$ cat config.mk
export PLATFORM = sky130hd
export DESIGN_NAME = svt_video_timing
export DESIGN_NICKNAME = d
export VERILOG_FILES = /design/src/rtl/svt_pkg.sv /design/src/rtl/svt_tick_if.sv /design/src/rtl/svt_strobe_gen.sv /design/src/rtl/svt_video_timing.sv
export SDC_FILE = /design/constraint.sdc
export NUM_CORES = 1
export LEC_CHECK = 0
export ABC_AREA = 1
export BUFFER_PORTS_ARGS = -buffer_cell sky130_fd_sc_hd__buf_2
export CORE_MARGIN = 1
export CORE_UTILIZATION = 55
export DETAILED_ROUTE_END_ITERATION = 8
export HOLD_SLACK_MARGIN = 0.08
export PLACE_DENSITY = 0.85
export SETUP_SLACK_MARGIN = 0.15
export SLEW_MARGIN = 40
export SYNTH_ARGS = -nofsm -noshare
export SYNTH_HDL_FRONTEND = slang
export SYNTH_SLANG_ARGS = --single-unit
$ cat constraint.sdc
create_clock -name i_ref_clk -period 2.5 [get_ports i_ref_clk]
set_input_delay 0 -clock i_ref_clk [delete_from_list [all_inputs] [get_ports i_ref_clk]]
set_output_delay 0 -clock i_ref_clk [all_outputs]
set_load 0.02 [all_outputs]
$ cat src/rtl/svt_pkg.sv
// Shared constants for the sensor video timing block
package svt_pkg;
  // Horizontal timing in pixel periods
  localparam logic [8:0]  H_TOTAL      = 9'h1ca;
  localparam logic [8:0]  H_ACT        = 9'h180;
  localparam logic [8:0]  H_FP         = 9'h009;
  localparam logic [8:0]  H_SYNC       = 9'h020;
  localparam logic [8:0]  H_BP         = 9'h021;
  localparam logic [8:0]  H_HALF       = 9'h0e5;
  // Vertical timing in half-line periods; two fields make one frame
  localparam logic [10:0] V_TOTAL      = 11'h4e2;
  localparam logic [10:0] V_FIELD      = 11'h271;
  localparam logic [10:0] V_F1_FRONT   = 11'h006;
  localparam logic [10:0] V_F1_BACK    = 11'h026;
  localparam logic [10:0] V_F2_FRONT   = 11'h005;
  localparam logic [10:0] V_F2_BACK    = 11'h027;
  localparam logic [10:0] V_SYNC       = 11'h005;
  localparam logic [10:0] V_ACT        = 11'h240;
  localparam logic [10:0] V_F1_VS      = V_F1_FRONT;
  localparam logic [10:0] V_F1_ACT     = V_F1_FRONT + V_SYNC + V_F1_BACK;
  localparam logic [10:0] V_F2_VS      = V_FIELD + V_F2_FRONT;
  localparam logic [10:0] V_F2_ACT     = V_F2_VS + V_SYNC + V_F2_BACK;
  // Frames to wait after a divisor change
  localparam logic [1:0]  STABLE_FRAMES = 2'h2;
  // Default extra line-valid pixel taken from the back porch
  localparam logic [8:0]  H_EXTRA_DEF  = 9'h001;
  localparam logic [7:0]  DATA_RST     = 8'h00;
endpackage : svt_pkg

$ cat src/rtl/svt_tick_if.sv
// Pixel-rate tick bundle between the strobe generator and the timing core
`timescale 1ns/1ps
interface svt_tick_if;
  logic rise;
  logic fall;
  logic phase;
  logic phase_d;
  modport src (output rise, output fall, output phase, output phase_d);
  modport dst (input rise, input fall, input phase, input phase_d);
endinterface : svt_tick_if

$ cat src/rtl/svt_strobe_gen.sv
// Pixel rate divider: toggles the strobe phase every divisor+1 master clocks
`timescale 1ns/1ps
module svt_strobe_gen #(
  parameter int DIV_W = 6
) (
  input  wire logic             i_ref_clk,
  input  wire logic             i_reset,
  input  wire logic             i_clk_en,
  input  wire logic [DIV_W-1:0] i_rate_divisor,
  svt_tick_if.src               tk
);
  logic [DIV_W-1:0] cnt_q;
  logic [DIV_W-1:0] cnt_d;
  logic             phase_q;
  logic             tick;

  // Compare with >= so a divisor lowered mid-count cannot strand the counter
  assign tick       = (cnt_q >= i_rate_divisor);
  assign cnt_d      = tick ? '0 : cnt_q + 1'b1;
  assign tk.phase_d = phase_q ^ tick;
  assign tk.phase   = phase_q;
  assign tk.rise    = i_clk_en & tick & ~phase_q;
  assign tk.fall    = i_clk_en & tick & phase_q;

  always_ff @(posedge i_ref_clk or posedge i_reset)
  begin
    if (i_reset)
    begin
      cnt_q   <= '0;
      phase_q <= 1'b0;
    end
    else if (i_clk_en)
    begin
      cnt_q   <= cnt_d;
      phase_q <= tk.phase_d;
    end
  end

  chk_rate_tick_count: assert property (@(posedge i_ref_clk) disable iff (i_reset)
    (tk.rise || tk.fall) |-> (cnt_q >= i_rate_divisor) ##1 (cnt_q == '0))
    else $error("Pixel phase toggled before divisor count elapsed");
endmodule : svt_strobe_gen

$ cat src/rtl/svt_video_timing.sv
// Line and frame timing generator with gated, invertible pixel strobe
`timescale 1ns/1ps
// Notes on behaviour
// - Each line lasts 458 pixel periods, 384 of them active pixels.
// - Nine pixel periods of front porch precede horizontal sync.
// - Horizontal sync lasts 32 pixel periods, then 33 periods back porch.
// - A field lasts 312.5 lines with 288 active lines.
// - Field one: 3 lines front equalisation, 19 lines back equalisation.
// - Field two: 2.5 lines front equalisation, 19.5 lines back equalisation.
// - By default data changes on the strobe's falling edge.
// - Default line valid spans 385 pixels; back porch shrinks to 32.
// - With divisor nine or more a short spurious line-valid pulse is allowed.
// - Invert bit set gives the pixel strobe inverted polarity.
// - Gating clear: strobe runs continuously; set: only inside valid pixels.
// - Pixel rate equals master clock over twice the sum of divisor and one.
// - Output timing is stable only two frames after a divisor change.
module svt_video_timing #(
  parameter int         DIV_W   = 6,
  parameter logic [8:0] H_EXTRA = svt_pkg::H_EXTRA_DEF
) (
  input  wire logic             i_ref_clk,
  input  wire logic             i_reset,
  input  wire logic             i_clk_en,
  input  wire logic [DIV_W-1:0] i_rate_divisor,
  input  wire logic             i_strobe_polarity_invert,
  input  wire logic             i_strobe_gating_select,
  input  wire logic             i_external_frame_sync_in,
  input  wire logic [7:0]       i_pixel_data,
  output logic                  o_pixel_strobe,
  output logic                  o_line_valid,
  output logic                  o_hsync,
  output logic                  o_vsync,
  output logic                  o_field,
  output logic [7:0]            o_pixel_data,
  output logic                  o_timing_stable
);
  localparam logic [8:0] ACT_W = svt_pkg::H_ACT + H_EXTRA;
  localparam logic [8:0] HS_LO = ACT_W + svt_pkg::H_FP;
  localparam logic [8:0] HS_HI = HS_LO + svt_pkg::H_SYNC;

  if (DIV_W < 1 || DIV_W > 8)
  begin : g_bad_div
    $error("DIV_W must lie in 1..8");
  end
  if (H_EXTRA > 9'h001)
  begin : g_bad_extra
    $error("H_EXTRA must be 0 or 1");
  end

  svt_tick_if tk ();

  svt_strobe_gen #(
    .DIV_W (DIV_W)
  ) u_strobe_gen (
    .i_ref_clk      (i_ref_clk),
    .i_reset        (i_reset),
    .i_clk_en       (i_clk_en),
    .i_rate_divisor (i_rate_divisor),
    .tk             (tk.src)
  );

  logic [8:0]       h_q;
  logic [8:0]       h_d;
  logic [10:0]      v_q;
  logic [10:0]      v_d;
  logic             fs_prev_q;
  logic [DIV_W-1:0] div_prev_q;
  logic [1:0]       stab_cnt_q;
  logic [1:0]       stab_cnt_d;
  logic             fs_edge;
  logic             h_last;
  logic             half_step;
  logic             v_last;
  logic             lv_win;
  logic             hs_win;
  logic             vs_win;
  logic             vact;
  logic [10:0]      v_line;
  logic             lv_d;
  logic             gate_ok;
  logic             div_chg;

  function automatic logic in_span(input logic [10:0] x, input logic [10:0] lo, input logic [10:0] len);
    in_span = (x >= lo) && (x < lo + len);
  endfunction : in_span

  assign fs_edge   = i_external_frame_sync_in & ~fs_prev_q;
  assign h_last    = (h_q == svt_pkg::H_TOTAL - 9'h001);
  assign half_step = h_last || (h_q == svt_pkg::H_HALF - 9'h001);
  assign h_d       = h_last ? 9'h000 : h_q + 9'h001;
  assign v_last    = (v_q == svt_pkg::V_TOTAL - 11'h001);
  assign v_d       = half_step ? (v_last ? 11'h000 : v_q + 11'h001) : v_q;
  assign vs_win    = in_span(v_q, svt_pkg::V_F1_VS, svt_pkg::V_SYNC) || in_span(v_q, svt_pkg::V_F2_VS, svt_pkg::V_SYNC);
  // whole active lines
  // Field one's active span starts mid-line; deciding per line start keeps every line whole,
  // at the cost of its last line running half a line into the next field's blanking.
  assign v_line    = {v_q[10:1], 1'b0};
  assign vact      = in_span(v_line, svt_pkg::V_F1_ACT, svt_pkg::V_ACT) ||
                     in_span(v_line, svt_pkg::V_F2_ACT, svt_pkg::V_ACT);
  assign lv_win    = vact && (h_q < ACT_W);
  assign hs_win    = (h_q >= HS_LO) && (h_q < HS_HI);
  // no spurious pulse
  // This core never glitches line valid; the allowance is not used.
  assign lv_d      = tk.fall ? lv_win : o_line_valid;
  assign gate_ok   = ~i_strobe_gating_select | lv_d;
  assign div_chg   = (i_rate_divisor != div_prev_q);
  assign stab_cnt_d = div_chg ? 2'h0 :
                      (tk.rise && half_step && v_last && stab_cnt_q != svt_pkg::STABLE_FRAMES) ?
                      stab_cnt_q + 2'h1 : stab_cnt_q;

  always_ff @(posedge i_ref_clk or posedge i_reset)
  begin
    if (i_reset)
    begin
      h_q <= 9'h000;
      v_q <= 11'h000;
    end
    else if (i_clk_en && fs_edge)
    begin
      h_q <= 9'h000;
      v_q <= 11'h000;
    end
    else if (tk.rise)
    begin
      h_q <= h_d;
      v_q <= v_d;
    end
  end

  always_ff @(posedge i_ref_clk or posedge i_reset)
  begin
    if (i_reset)
    begin
      fs_prev_q       <= 1'b0;
      div_prev_q      <= '0;
      stab_cnt_q      <= 2'h0;
      o_timing_stable <= 1'b0;
    end
    else if (i_clk_en)
    begin
      fs_prev_q       <= i_external_frame_sync_in;
      div_prev_q      <= i_rate_divisor;
      stab_cnt_q      <= stab_cnt_d;
      o_timing_stable <= (stab_cnt_d == svt_pkg::STABLE_FRAMES);
    end
  end

  always_ff @(posedge i_ref_clk or posedge i_reset)
  begin
    if (i_reset)
    begin
      o_line_valid <= 1'b0;
      o_hsync      <= 1'b0;
      o_vsync      <= 1'b0;
      o_field      <= 1'b0;
      o_pixel_data <= svt_pkg::DATA_RST;
    end
    else if (tk.fall)
    begin
      o_line_valid <= lv_win;
      o_hsync      <= hs_win;
      o_vsync      <= vs_win;
      o_field      <= (v_q >= svt_pkg::V_FIELD);
      o_pixel_data <= lv_win ? i_pixel_data : svt_pkg::DATA_RST;
    end
  end

  // polarity invert
  // Strobe follows the next phase so its edges line up with the data update.
  always_ff @(posedge i_ref_clk or posedge i_reset)
  begin
    if (i_reset)
      o_pixel_strobe <= 1'b0;
    else if (i_clk_en)
      o_pixel_strobe <= (tk.phase_d & gate_ok) ^ i_strobe_polarity_invert;
  end

  // Helper counts per line, checked at each line wrap
  logic [8:0] lv_cnt_q;
  logic [8:0] hs_cnt_q;
  always_ff @(posedge i_ref_clk or posedge i_reset)
  begin
    if (i_reset)
    begin
      lv_cnt_q <= 9'h000;
      hs_cnt_q <= 9'h000;
    end
    else if ((i_clk_en && fs_edge) || (tk.rise && h_last))
    begin
      lv_cnt_q <= 9'h000;
      hs_cnt_q <= 9'h000;
    end
    else if (tk.fall)
    begin
      lv_cnt_q <= lv_cnt_q + {8'h00, lv_win};
      hs_cnt_q <= hs_cnt_q + {8'h00, hs_win};
    end
  end

  chk_line_wrap_zero: assert property (@(posedge i_ref_clk) disable iff (i_reset)
    (tk.rise && h_last && !(i_clk_en && fs_edge)) |=> (h_q == 9'h000))
    else $error("Line counter did not wrap after 458 pixels");
  chk_lv_width_line: assert property (@(posedge i_ref_clk) disable iff (i_reset)
    (tk.rise && h_last && !fs_edge) |-> (lv_cnt_q == 9'h000 || lv_cnt_q == ACT_W))
    else $error("Line valid width per line is wrong");
  chk_hsync_width_line: assert property (@(posedge i_ref_clk) disable iff (i_reset)
    (tk.rise && h_last && !fs_edge) |-> (hs_cnt_q == svt_pkg::H_SYNC))
    else $error("Horizontal sync width per line is wrong");
  chk_front_porch_sync: assert property (@(posedge i_ref_clk) disable iff (i_reset)
    (tk.rise && h_q == HS_LO - 9'h001 && !fs_edge) |-> !hs_win && !lv_win ##1 hs_win)
    else $error("Sync did not start after the front porch");
  chk_vsync_start_pos: assert property (@(posedge i_ref_clk) disable iff (i_reset)
    $rose(vs_win) |-> ($past(v_q) == svt_pkg::V_F1_VS - 11'h001 || $past(v_q) == svt_pkg::V_F2_VS - 11'h001))
    else $error("Vertical sync started at a wrong half line");
  chk_lv_vsync_blank: assert property (@(posedge i_ref_clk) disable iff (i_reset)
    (vs_win || hs_win) |-> !lv_win)
    else $error("Line valid window open during sync");
  chk_data_on_fall: assert property (@(posedge i_ref_clk) disable iff (i_reset)
    $changed(o_pixel_data) |-> $past(tk.fall))
    else $error("Pixel data changed away from a falling strobe");
  chk_strobe_polarity: assert property (@(posedge i_ref_clk) disable iff (i_reset)
    (i_clk_en && !i_strobe_gating_select) |=> (o_pixel_strobe == (tk.phase ^ $past(i_strobe_polarity_invert))))
    else $error("Free-running strobe has wrong polarity");
  chk_strobe_gated_idle: assert property (@(posedge i_ref_clk) disable iff (i_reset)
    (i_clk_en && i_strobe_gating_select && !lv_d) |=> (o_pixel_strobe == $past(i_strobe_polarity_invert)))
    else $error("Gated strobe toggled outside the valid window");
  chk_stable_clears: assert property (@(posedge i_ref_clk) disable iff (i_reset)
    (i_clk_en && div_chg) |=> !o_timing_stable)
    else $error("Timing reported stable right after a divisor change");
endmodule : svt_video_timing

-- Word level (Yosys, flattened, before mapping)
Index checks and enable logic that the tools add are counted.
- word-level logic and storage cells: 76
- input bits: 20
- register bits: 50
- bitwise gates (word level): 11
- $lt $le $gt $ge: 13
- multiplexer cells: 12
- reductions and logical operators: 16
- eq/ne operators: 6
- $add $sub $neg: 4
- operator list (cell ; count):
    11-bit 2-to-1 mux ; 4
    11-bit by 10-bit greater-or-equal comparator with 1-bit output, second input constant ; 3
    9-bit 2-to-1 mux ; 3
    11-bit by 10-bit less-than comparator with 1-bit output, second input constant ; 2
    9-bit less-than comparator, second input constant ; 2
    11-bit by 1-bit adder with 11-bit output, second input constant ; 1
    11-bit == test, second input constant ; 1
    11-bit by 3-bit greater-or-equal comparator with 1-bit output, second input constant ; 1
    11-bit by 6-bit greater-or-equal comparator with 1-bit output, second input constant ; 1
    11-bit less-than comparator, second input constant ; 1
    11-bit by 4-bit less-than comparator with 1-bit output, second input constant ; 1
    1-bit logical AND ; 10
    9-bit by 1-bit adder with 9-bit output, second input constant ; 1
    9-bit by 8-bit == test with 1-bit output, second input constant ; 1
    9-bit == test, second input constant ; 1
    9-bit greater-or-equal comparator, second input constant ; 1
    8-bit 2-to-1 mux ; 1
    6-bit by 1-bit adder with 6-bit output, second input constant ; 1
    6-bit greater-or-equal comparator ; 1
    6-bit 2-to-1 mux ; 1
    6-bit inequality test ; 1
    1-bit bitwise AND ; 5
    2-bit 2-to-1 mux ; 2
    2-bit nonzero test ; 2
    other kinds (9) ; 14

-- Longest topological paths before layout
Gate-level depths: netlist of the first run.
- depth after elaboration: 9
- gate-level depth with buffers: 17
- mapped depth without buffers: 16

-- By module
Synthesis of the first run repeated with hierarchy kept, for this count alone.
- cells, all modules: 394
- area, all modules: 3060.4 µm²
- by module, submodules not included (module ; instances ; cells an instance ; area each (µm²)):
    svt_video_timing ; 1 ; 320 ; 2487.4
    svt_strobe_gen ; 1 ; 74 ; 573.0

-- Worst setup path after synthesis of the first run
Ideal clock, no wire load.
- kind: reg-to-reg
- start: reg u_strobe_gen.cnt_q[3]
- end: reg h_q[8]
- cell stages (with the launch flop): 15
- required time: 2.376 ns
- arrival: 1.604 ns
- setup slack: 0.773 ns
- path buffers: 1
- period minus slack after synthesis: 1.727 ns
- library setup time: 0.124 ns
- cell sequence: dfrtp_1 -> ha_1 -> nand2_1 -> nand2_1 -> a21oi_2 -> nand2_4 -> nand2_4 -> nor2_4 -> inv_2 -> nand2_2 -> buf_6 -> nand2_2 -> nor2_1 -> nor2_1 -> a21oi_2
- longest elaborated chain between the ends: 4
- RTL lines (what ; RTL line ; RTL):
    start: declaration ; svt_strobe_gen.sv:12 ; logic [DIV_W-1:0] cnt_q;
    start signal: assignment ; svt_strobe_gen.sv:34 ; cnt_q <= cnt_d;
    6-bit greater-or-equal comparator ; svt_strobe_gen.sv:18 ; assign tick = (cnt_q >= i_rate_divisor);
    1-bit bitwise AND (2 in a row) ; svt_strobe_gen.sv:22 ; assign tk.rise = i_clk_en & tick & ~phase_q;
    2-bit nonzero test (no source line) ; - ;
    end signal: assignment ; svt_video_timing.sv:115 ; h_q <= 9'h000;
    end signal: assignment ; svt_video_timing.sv:120 ; h_q <= 9'h000;
    end signal: assignment ; svt_video_timing.sv:125 ; h_q <= h_d;
    end: declaration ; svt_video_timing.sv:62 ; logic [8:0] h_q;
No other way between the ends.
A chain may end at the register's enable or synchronous reset.

-- Worst setup path in the final report of the first run
- start: in i_rate_divisor[4]
- end: reg o_pixel_strobe
- longest elaborated chain between the ends: 7
- RTL lines (what ; RTL line ; RTL):
    start: declaration ; svt_video_timing.sv:24 ; input wire logic [DIV_W-1:0] i_rate_divisor,
    6-bit greater-or-equal comparator * ; svt_strobe_gen.sv:18 ;
    1-bit bitwise AND (2 in a row) ; svt_strobe_gen.sv:23 ; assign tk.fall = i_clk_en & tick & phase_q;
    1-bit 2-to-1 mux ; - ;
    1-bit OR ; svt_video_timing.sv:105 ; assign gate_ok = ~i_strobe_gating_select | lv_d;
    1-bit bitwise AND * ; svt_video_timing.sv:175 ; o_pixel_strobe <= (tk.phase_d & gate_ok) ^ i_strobe_polarity_invert;
    1-bit bitwise XOR * ; svt_video_timing.sv:175 ;
    end signal: assignment ; svt_video_timing.sv:175 ;
    end: declaration ; svt_video_timing.sv:29 ; output logic o_pixel_strobe,
Every way passes the cells marked *; elsewhere a longest branch is shown, timed or not.

==> results of run 1 <==
## state kept, by name (all words and copies together), names as in the netlist
register and cells:
u_strobe_gen.cnt_q 6, v_q 11, o_timing_stable 1, o_field 1
o_line_valid 1, stab_cnt_q 2, o_hsync 1, o_pixel_strobe 1
o_pixel_data 8, fs_prev_q 1, u_strobe_gen.tk.phase 1, div_prev_q 6
h_q 9, o_vsync 1
## per-layer routing
| metal | global-route usage | up-vias | wire [um] |
|---|---|---|---|
| li1 | - | 1377 | - |
| met1 | 0.344 | 1326 | 3150 |
| met2 | 0.443 | 62 | 3630 |
| met3 | 0.0429 | 16 | 260 |
| met4 | 0.128 | 0 | 178 |
| met5 | 0 | - | 0 |
## layout make-up
cell class | count | area, um^2 | area share
well taps | 72 | 90.1 | 0.0248
clock buffers | 5 | 68.8 | 0.0189
flip-flops and latches | 50 | 1250 | 0.344
multi-input cells | 278 | 1640 | 0.450
inverters | 52 | 198 | 0.0544
clock inverters | 3 | 40.0 | 0.0110
repair buffers | 52 | 353 | 0.0970
## power groups by stage
stage | sequential [mW] | combinational [mW] | clock [mW]
after floorplan | 1.23 | 0.577 | 0
after global placement | 1.18 | 0.841 | 0
after CTS | 1.17 | 0.910 | 0.567
final | 1.18 | 0.925 | 0.556
after global routing | 1.20 | 1.04 | 0.609
after detailed placement | 1.19 | 0.877 | 0
## cell usage in the layout (no fill, tap or decap), types with 5 or more instances in the layout
master	n
nand2_1	79
dfrtp_1	50
nor2_1	42
inv_1	39
buf_2	33
nand3_1	24
o21ai_0	18
dlygate4sd3_1	18
a21oi_1	15
ha_1	15
inv_2	12
xor2_1	8
a32o_1	8
nand4_1	7
nand2_2	6
nor3_1	6
nand3_2	5
xnor2_1	5
nor2_4	5
nand2_4	5
clkbuf_8	5
## what timing repair did
item / in CTS / in global routing
setup buffers: 0 / 1
gates resized for setup: 0 / 0
endpoints found under the setup margin: 0 / 1
hold buffers: 18 / 0
endpoints found under the hold margin: 66 / 0
## how the worst max path moves through the flow
stage	startpoint	endpoint	slack, ns	cells after the start
4_1_cts	u_strobe_gen.cnt_q[4]$_DFFE_PP0P_	o_pixel_strobe$_DFFE_PP0P_	0.34	12
3_5_place_dp	u_strobe_gen.cnt_q[4]$_DFFE_PP0P_	o_pixel_strobe$_DFFE_PP0P_	0.37	12
2_1_floorplan	u_strobe_gen.cnt_q[3]$_DFFE_PP0P_	h_q[8]$_DFFE_PP0P_	0.77	14
5_1_grt	u_strobe_gen.cnt_q[0]$_DFFE_PP0P_	o_pixel_strobe$_DFFE_PP0P_	0.21	15
6_report	i_rate_divisor[4]	o_pixel_strobe$_DFFE_PP0P_	0.45	15
3_3_place_gp	u_strobe_gen.cnt_q[3]$_DFFE_PP0P_	o_pixel_strobe$_DFFE_PP0P_	0.48	12
## through the flow
stage / setup WS, ns / utilization
after global routing: 0.207 / 0.664
after detailed placement: 0.368 / 0.610
after floorplan: 0.773 / -
final: 0.451 / 0.664
after global placement: 0.483 / 0.610
after CTS: 0.341 / 0.663
## critical path, cell delays in order
cell and delay (ns):
dlygate4sd3_1 0.54, buf_2 0.13, inv_1 0.05, ha_1 0.27, nand2_1 0.07, nor2_1 0.12
nand2_1 0.09, nand2_4 0.10, nand3_2 0.28, nor2_4 0.24, nand2_2 0.07, nand3_2 0.07
nand3_1 0.07, nand3_1 0.09, nand2_1 0.05
## kinds of logic (layout without fill, tap and decap cells)
kind of cell,count (synthesis),in the layout,share of synthesized area
AO/OA/AOI/OAI,62,62,0.131
XOR/XNOR,13,13,0.0365
adder cells (fa/ha/maj),15,15,0.0602
buffers and inverters,57,112,0.0742
flip-flops,50,50,0.401
multiplexers,1,1,0.00361
AND/OR/NAND/NOR,187,187,0.293
==> metrics.csv, run 1 <==
metric,value,unit
Power Density,731,nW/um^2
initial antenna violation count,0,
Starting Density,0.570,
class of the worst hold path,in2reg,
Final min period,2.05,ns
Antenna Violating Nets Remaining,0,
unrepaired setup endpoints after global routing,no,
Slew headroom,0.587,
synthesized area,3120,um^2
Placed Area,3340,um^2
CTS tree,yes,
H-tree depth,2,
HP Start,i_clk_en,
PnR Total Power,2.66,mW
clk_skew,0.00552,ns
half-perimeter wire length after placement,5.13,mm
hold endpoint,div_prev_q[2]$_DFFE_PP0P_,
Worst Path Max Fanout,15,
Port Buf Inserts,33,
"top cells by area, synth","dfrtp_1 40%, nand2_1 9.5%, ha_1 6.0%",
Post-synth EDFFs,0,
CTS root buffer,clkbuf_8,
Int Power,1.63,mW
worst slew pin tran,0.619,ns
"top cells by count, synth","79 x nand2_1, 50 x dfrtp_1, 42 x nor2_1",
detailed-route via count,2781,
Die ar.,5970,um^2
top-count cell post-synth,nand2_1,
reg2reg path depth,12,
TNS Setup,0,ns
CP Class,in2reg,
first-pass GRT wire length,12.7,mm
LEAKAGE,1.83,nW
Num CTS Buffers,5,
Net Sw Power,1.03,mW
Setup crit start kind,primary input,
dpl cells,485,
grt ovf,0,
vias in the first global route,2831,
Final period util,0.820,
die width,77.3,um
Syn Area/Cell,8.10,um^2
max-cap check violation count,0,
post-synthesis register bit count,50,
DRT iter0 DRCs,204,
Final Max Tran Viols,0,
synthesized instance count,385,
Via density,5.43,
antenna cells,0,
Final GP Congestion,0.974,
Final setup viols,0,
sequential power share,0.443,
Layout Cells excl Fill,512,
fraction of power spent switching nets,0.387,
row count,27,
Worst Hold Slack,0.0926,ns
DRC Markers,0,
top cell type's share of synthesized area,0.401,
YS warnings,0,
WP data arrival,2.24,ns
largest net degree at the start of global routing,51,
"Clk pin slew, worst setup/hold paths",0.09,ns
Crit. End Element,flop,
total track usage,0.269,
area grow syn2layout,16.6,%
clock sink total,50,
Worst-Skew Late Latency,0.30,ns
Die Height,77.3,um
routed length per instance,14.1,um
Critical Path RT,2.69,ns
Max rail drop VDD,0.000379,V
"Seq/Total Area, Yosys",0.401,
DRT Pass-1 Iters,4,
worst reg2reg setup slack,0.45,ns
layout cell share with drive strength beyond 1,0.200,
WHS Path Cells,3,
worst r2r src,u_strobe_gen.cnt_q[5]$_DFFE_PP0P_,
fillcell total,466,
worst r2r dst,o_pixel_strobe$_DFFE_PP0P_,
Netlist cell types,38,
post-synth top area cell,dfrtp_1,
combinational fraction of design power,0.348,
io pins,34,
Final Hold Vio Count,0,
ys flop type,dfrtp_1,
routed wire length,7.23,mm
core area,5470,um^2
achievable frequency,488,MHz
Synth Net Count,420,
worst-case clock buffer depth,2,
"FFs w/ async S/R, synth",1.00,
# nets final,474,
cell area after layout,3640,um^2
status,"complete, no violations",
clock share of power,0.209,
Power figures use the tool's default switching activity.
==> inputs of run 2 (changes only) <==
clock period = 1.9 ns   (was 2.5 ns; I/O delays follow)
==> run 2 against run 1 <==
  * The run now ends with setup timing left
  * Critical path depth shrank 4
  * Count of clock-buffer cells in the layout grew 1
  * Via count grew 15%
  * Sequential cell count is the same
  * Worst hold slack lost 0.0053 ns
  * Critical endpoint is now stab_cnt_q[0]$_DFFE_PP0P_
  * Largest power group is now combinational logic
  * Highest routed layer unchanged
==> metrics.csv, run 2 (synthesized netlist as in run 1, its figures left out) <==
metric,value,unit
Final Max Tran Viols,0,
Antenna Violating Nets Remaining,0,
Num CTS Buffers,5,
Layout Cells excl Fill,541,
worst slew pin tran,0.648,ns
WP data arrival,2.27,ns
area grow syn2layout,33.5,%
Die ar.,5970,um^2
achievable frequency,490,MHz
Max rail drop VDD,0.000622,V
detailed-route via count,3186,
Slew headroom,0.568,
HP Start,i_clk_en,
unrepaired setup endpoints after global routing,yes,
Final period util,1.07,
io pins,34,
Die Height,77.3,um
DRT iter0 DRCs,399,
# nets final,503,
Critical Path RT,2.13,ns
worst-case clock buffer depth,2,
CP Class,reg2reg,
fillcell total,334,
clk_skew,0.0201,ns
layout cell share with drive strength beyond 1,0.337,
violated checks,setup timing,
Crit. End Element,flop,
H-tree depth,2,
Largest Register,v_q,
worst r2r src,u_strobe_gen.cnt_q[4]$_DFFE_PP0P_,
routed length per instance,18.0,um
antenna cells,0,
Setup crit start kind,flop,
Port Buf Inserts,33,
Worst-Skew Late Latency,0.33,ns
Final min period,2.04,ns
"most common cell after layout, fill and taps aside",nand2_1,
Worst Path Max Fanout,5,
initial antenna violation count,0,
clock sink total,50,
max-cap check violation count,0,
CTS root buffer,clkbuf_8,
CTS tree,yes,
dpl cells,493,
"Clk pin slew, worst setup/hold paths",0.11,ns
Final setup viols,28,
largest net degree at the start of global routing,51,
final core area utilization,0.760,
most frequent cells in the layout,"69 x nand2_1, 49 x dfrtp_1, 36 x nor2_1, 33 x buf_2, 32 x inv_1",
Final Hold Vio Count,0,
class of the worst hold path,in2reg,
Via density,5.89,
total track usage,0.290,
LEAKAGE,2.01,nW
Final GP Congestion,0.951,
routed wire length,9.72,mm
final worst slack,-0.142,ns
first-pass GRT wire length,13.6,mm
area of the multi-input gates,1870,um^2
grt ovf,0,
CP startpoint,u_strobe_gen.cnt_q[4]$_DFFE_PP0P_,
Power Density,971,nW/um^2
top flop regs,"v_q x11, h_q x9, o_pixel_data x8",
half-perimeter wire length after placement,5.23,mm
core area,5470,um^2
Reg area,1250,um^2
status,finished with violations,
DRT Pass-1 Iters,7,
Starting Density,0.570,
die width,77.3,um
vias in the first global route,2969,
DRC Markers,0,
Largest register FFs,11,
row count,27,
run 2: critical path, stage by stage (launching register included):
cell and delay, ns:
dfrtp_1 0.45, ha_4 0.30, nand2_2 0.07, nor2_2 0.17, nand2_2 0.09, nand2_4 0.10
nand2_4 0.06, nor2_4 0.12, nand2_4 0.13, o21ai_1 0.19, nand2_2 0.08, o22ai_1 0.20
run 2: final cells by class:
| cell class | count | share of cell area |
|---|---|---|
| multi-input cells | 279 | 0.448 |
| clock buffers | 6 | 0.0174 |
| clock inverters | 2 | 0.00902 |
| flip-flops and latches | 50 | 0.301 |
| repair buffers | 80 | 0.153 |
| well taps | 72 | 0.0216 |
| inverters | 52 | 0.0493 |
run 2: what timing repair did:
| item | in CTS | in global routing |
|---|---|---|
| setup endpoints to repair | 33 | 36 |
| pin swaps | 6 | 10 |
| gates resized for setup | 22 | 48 |
| cloned | 1 | 1 |
| endpoints found under the hold margin | 66 | 0 |
| hold buffers | 18 | 0 |
| buffers inserted | 8 | 12 |
run 2: final timing paths:
path / slack [ns] / cells after the start / end
worst max-delay path: -0.14 / 11 / stab_cnt_q[0]$_DFFE_PP0P_
worst min-delay path: 0.09 / 3 / div_prev_q[2]$_DFFE_PP0P_
max in group asynchronous: 1.03 / 4 / v_q[1]$_DFFE_PP0P_
worst min register to register: 0.48 / 2 / fs_prev_q$_DFFE_PP0P_
worst max register to register: -0.14 / 11 / stab_cnt_q[0]$_DFFE_PP0P_
min in group asynchronous: 0.37 / 4 / div_prev_q[1]$_DFFE_PP0P_
run 2: power breakdown:
part           internal, mW  total [mW]  switching (mW)
Sequential             1.30        1.57           0.278
Clock                 0.394       0.799           0.405
Combinational         0.677        1.67           0.992
run 2: stage by stage:
step	setup TNS (ns)	instance area, um^2	power (mW)	setup WS (ns)	hold slack, ns
floorplan	0	3120	2.38	0.173	0.117
global placement	0	3410	2.74	0.0283	0.203
detailed placement	-0.0560	3410	2.79	-0.0303	0.201
CTS	0	3870	3.69	0.0104	0.0836
global route	-3.25	4160	4.24	-0.212	0.146
finish	-1.52	4160	4.04	-0.142	0.0873
run 2: layer usage:
layer | up-vias | routed length, um | global-route usage
li1 | 1432 | - | -
met1 | 1528 | 3780 | 0.373
met2 | 174 | 4850 | 0.473
met3 | 52 | 668 | 0.0452
met4 | 0 | 425 | 0.142
met5 | - | 0 | 0
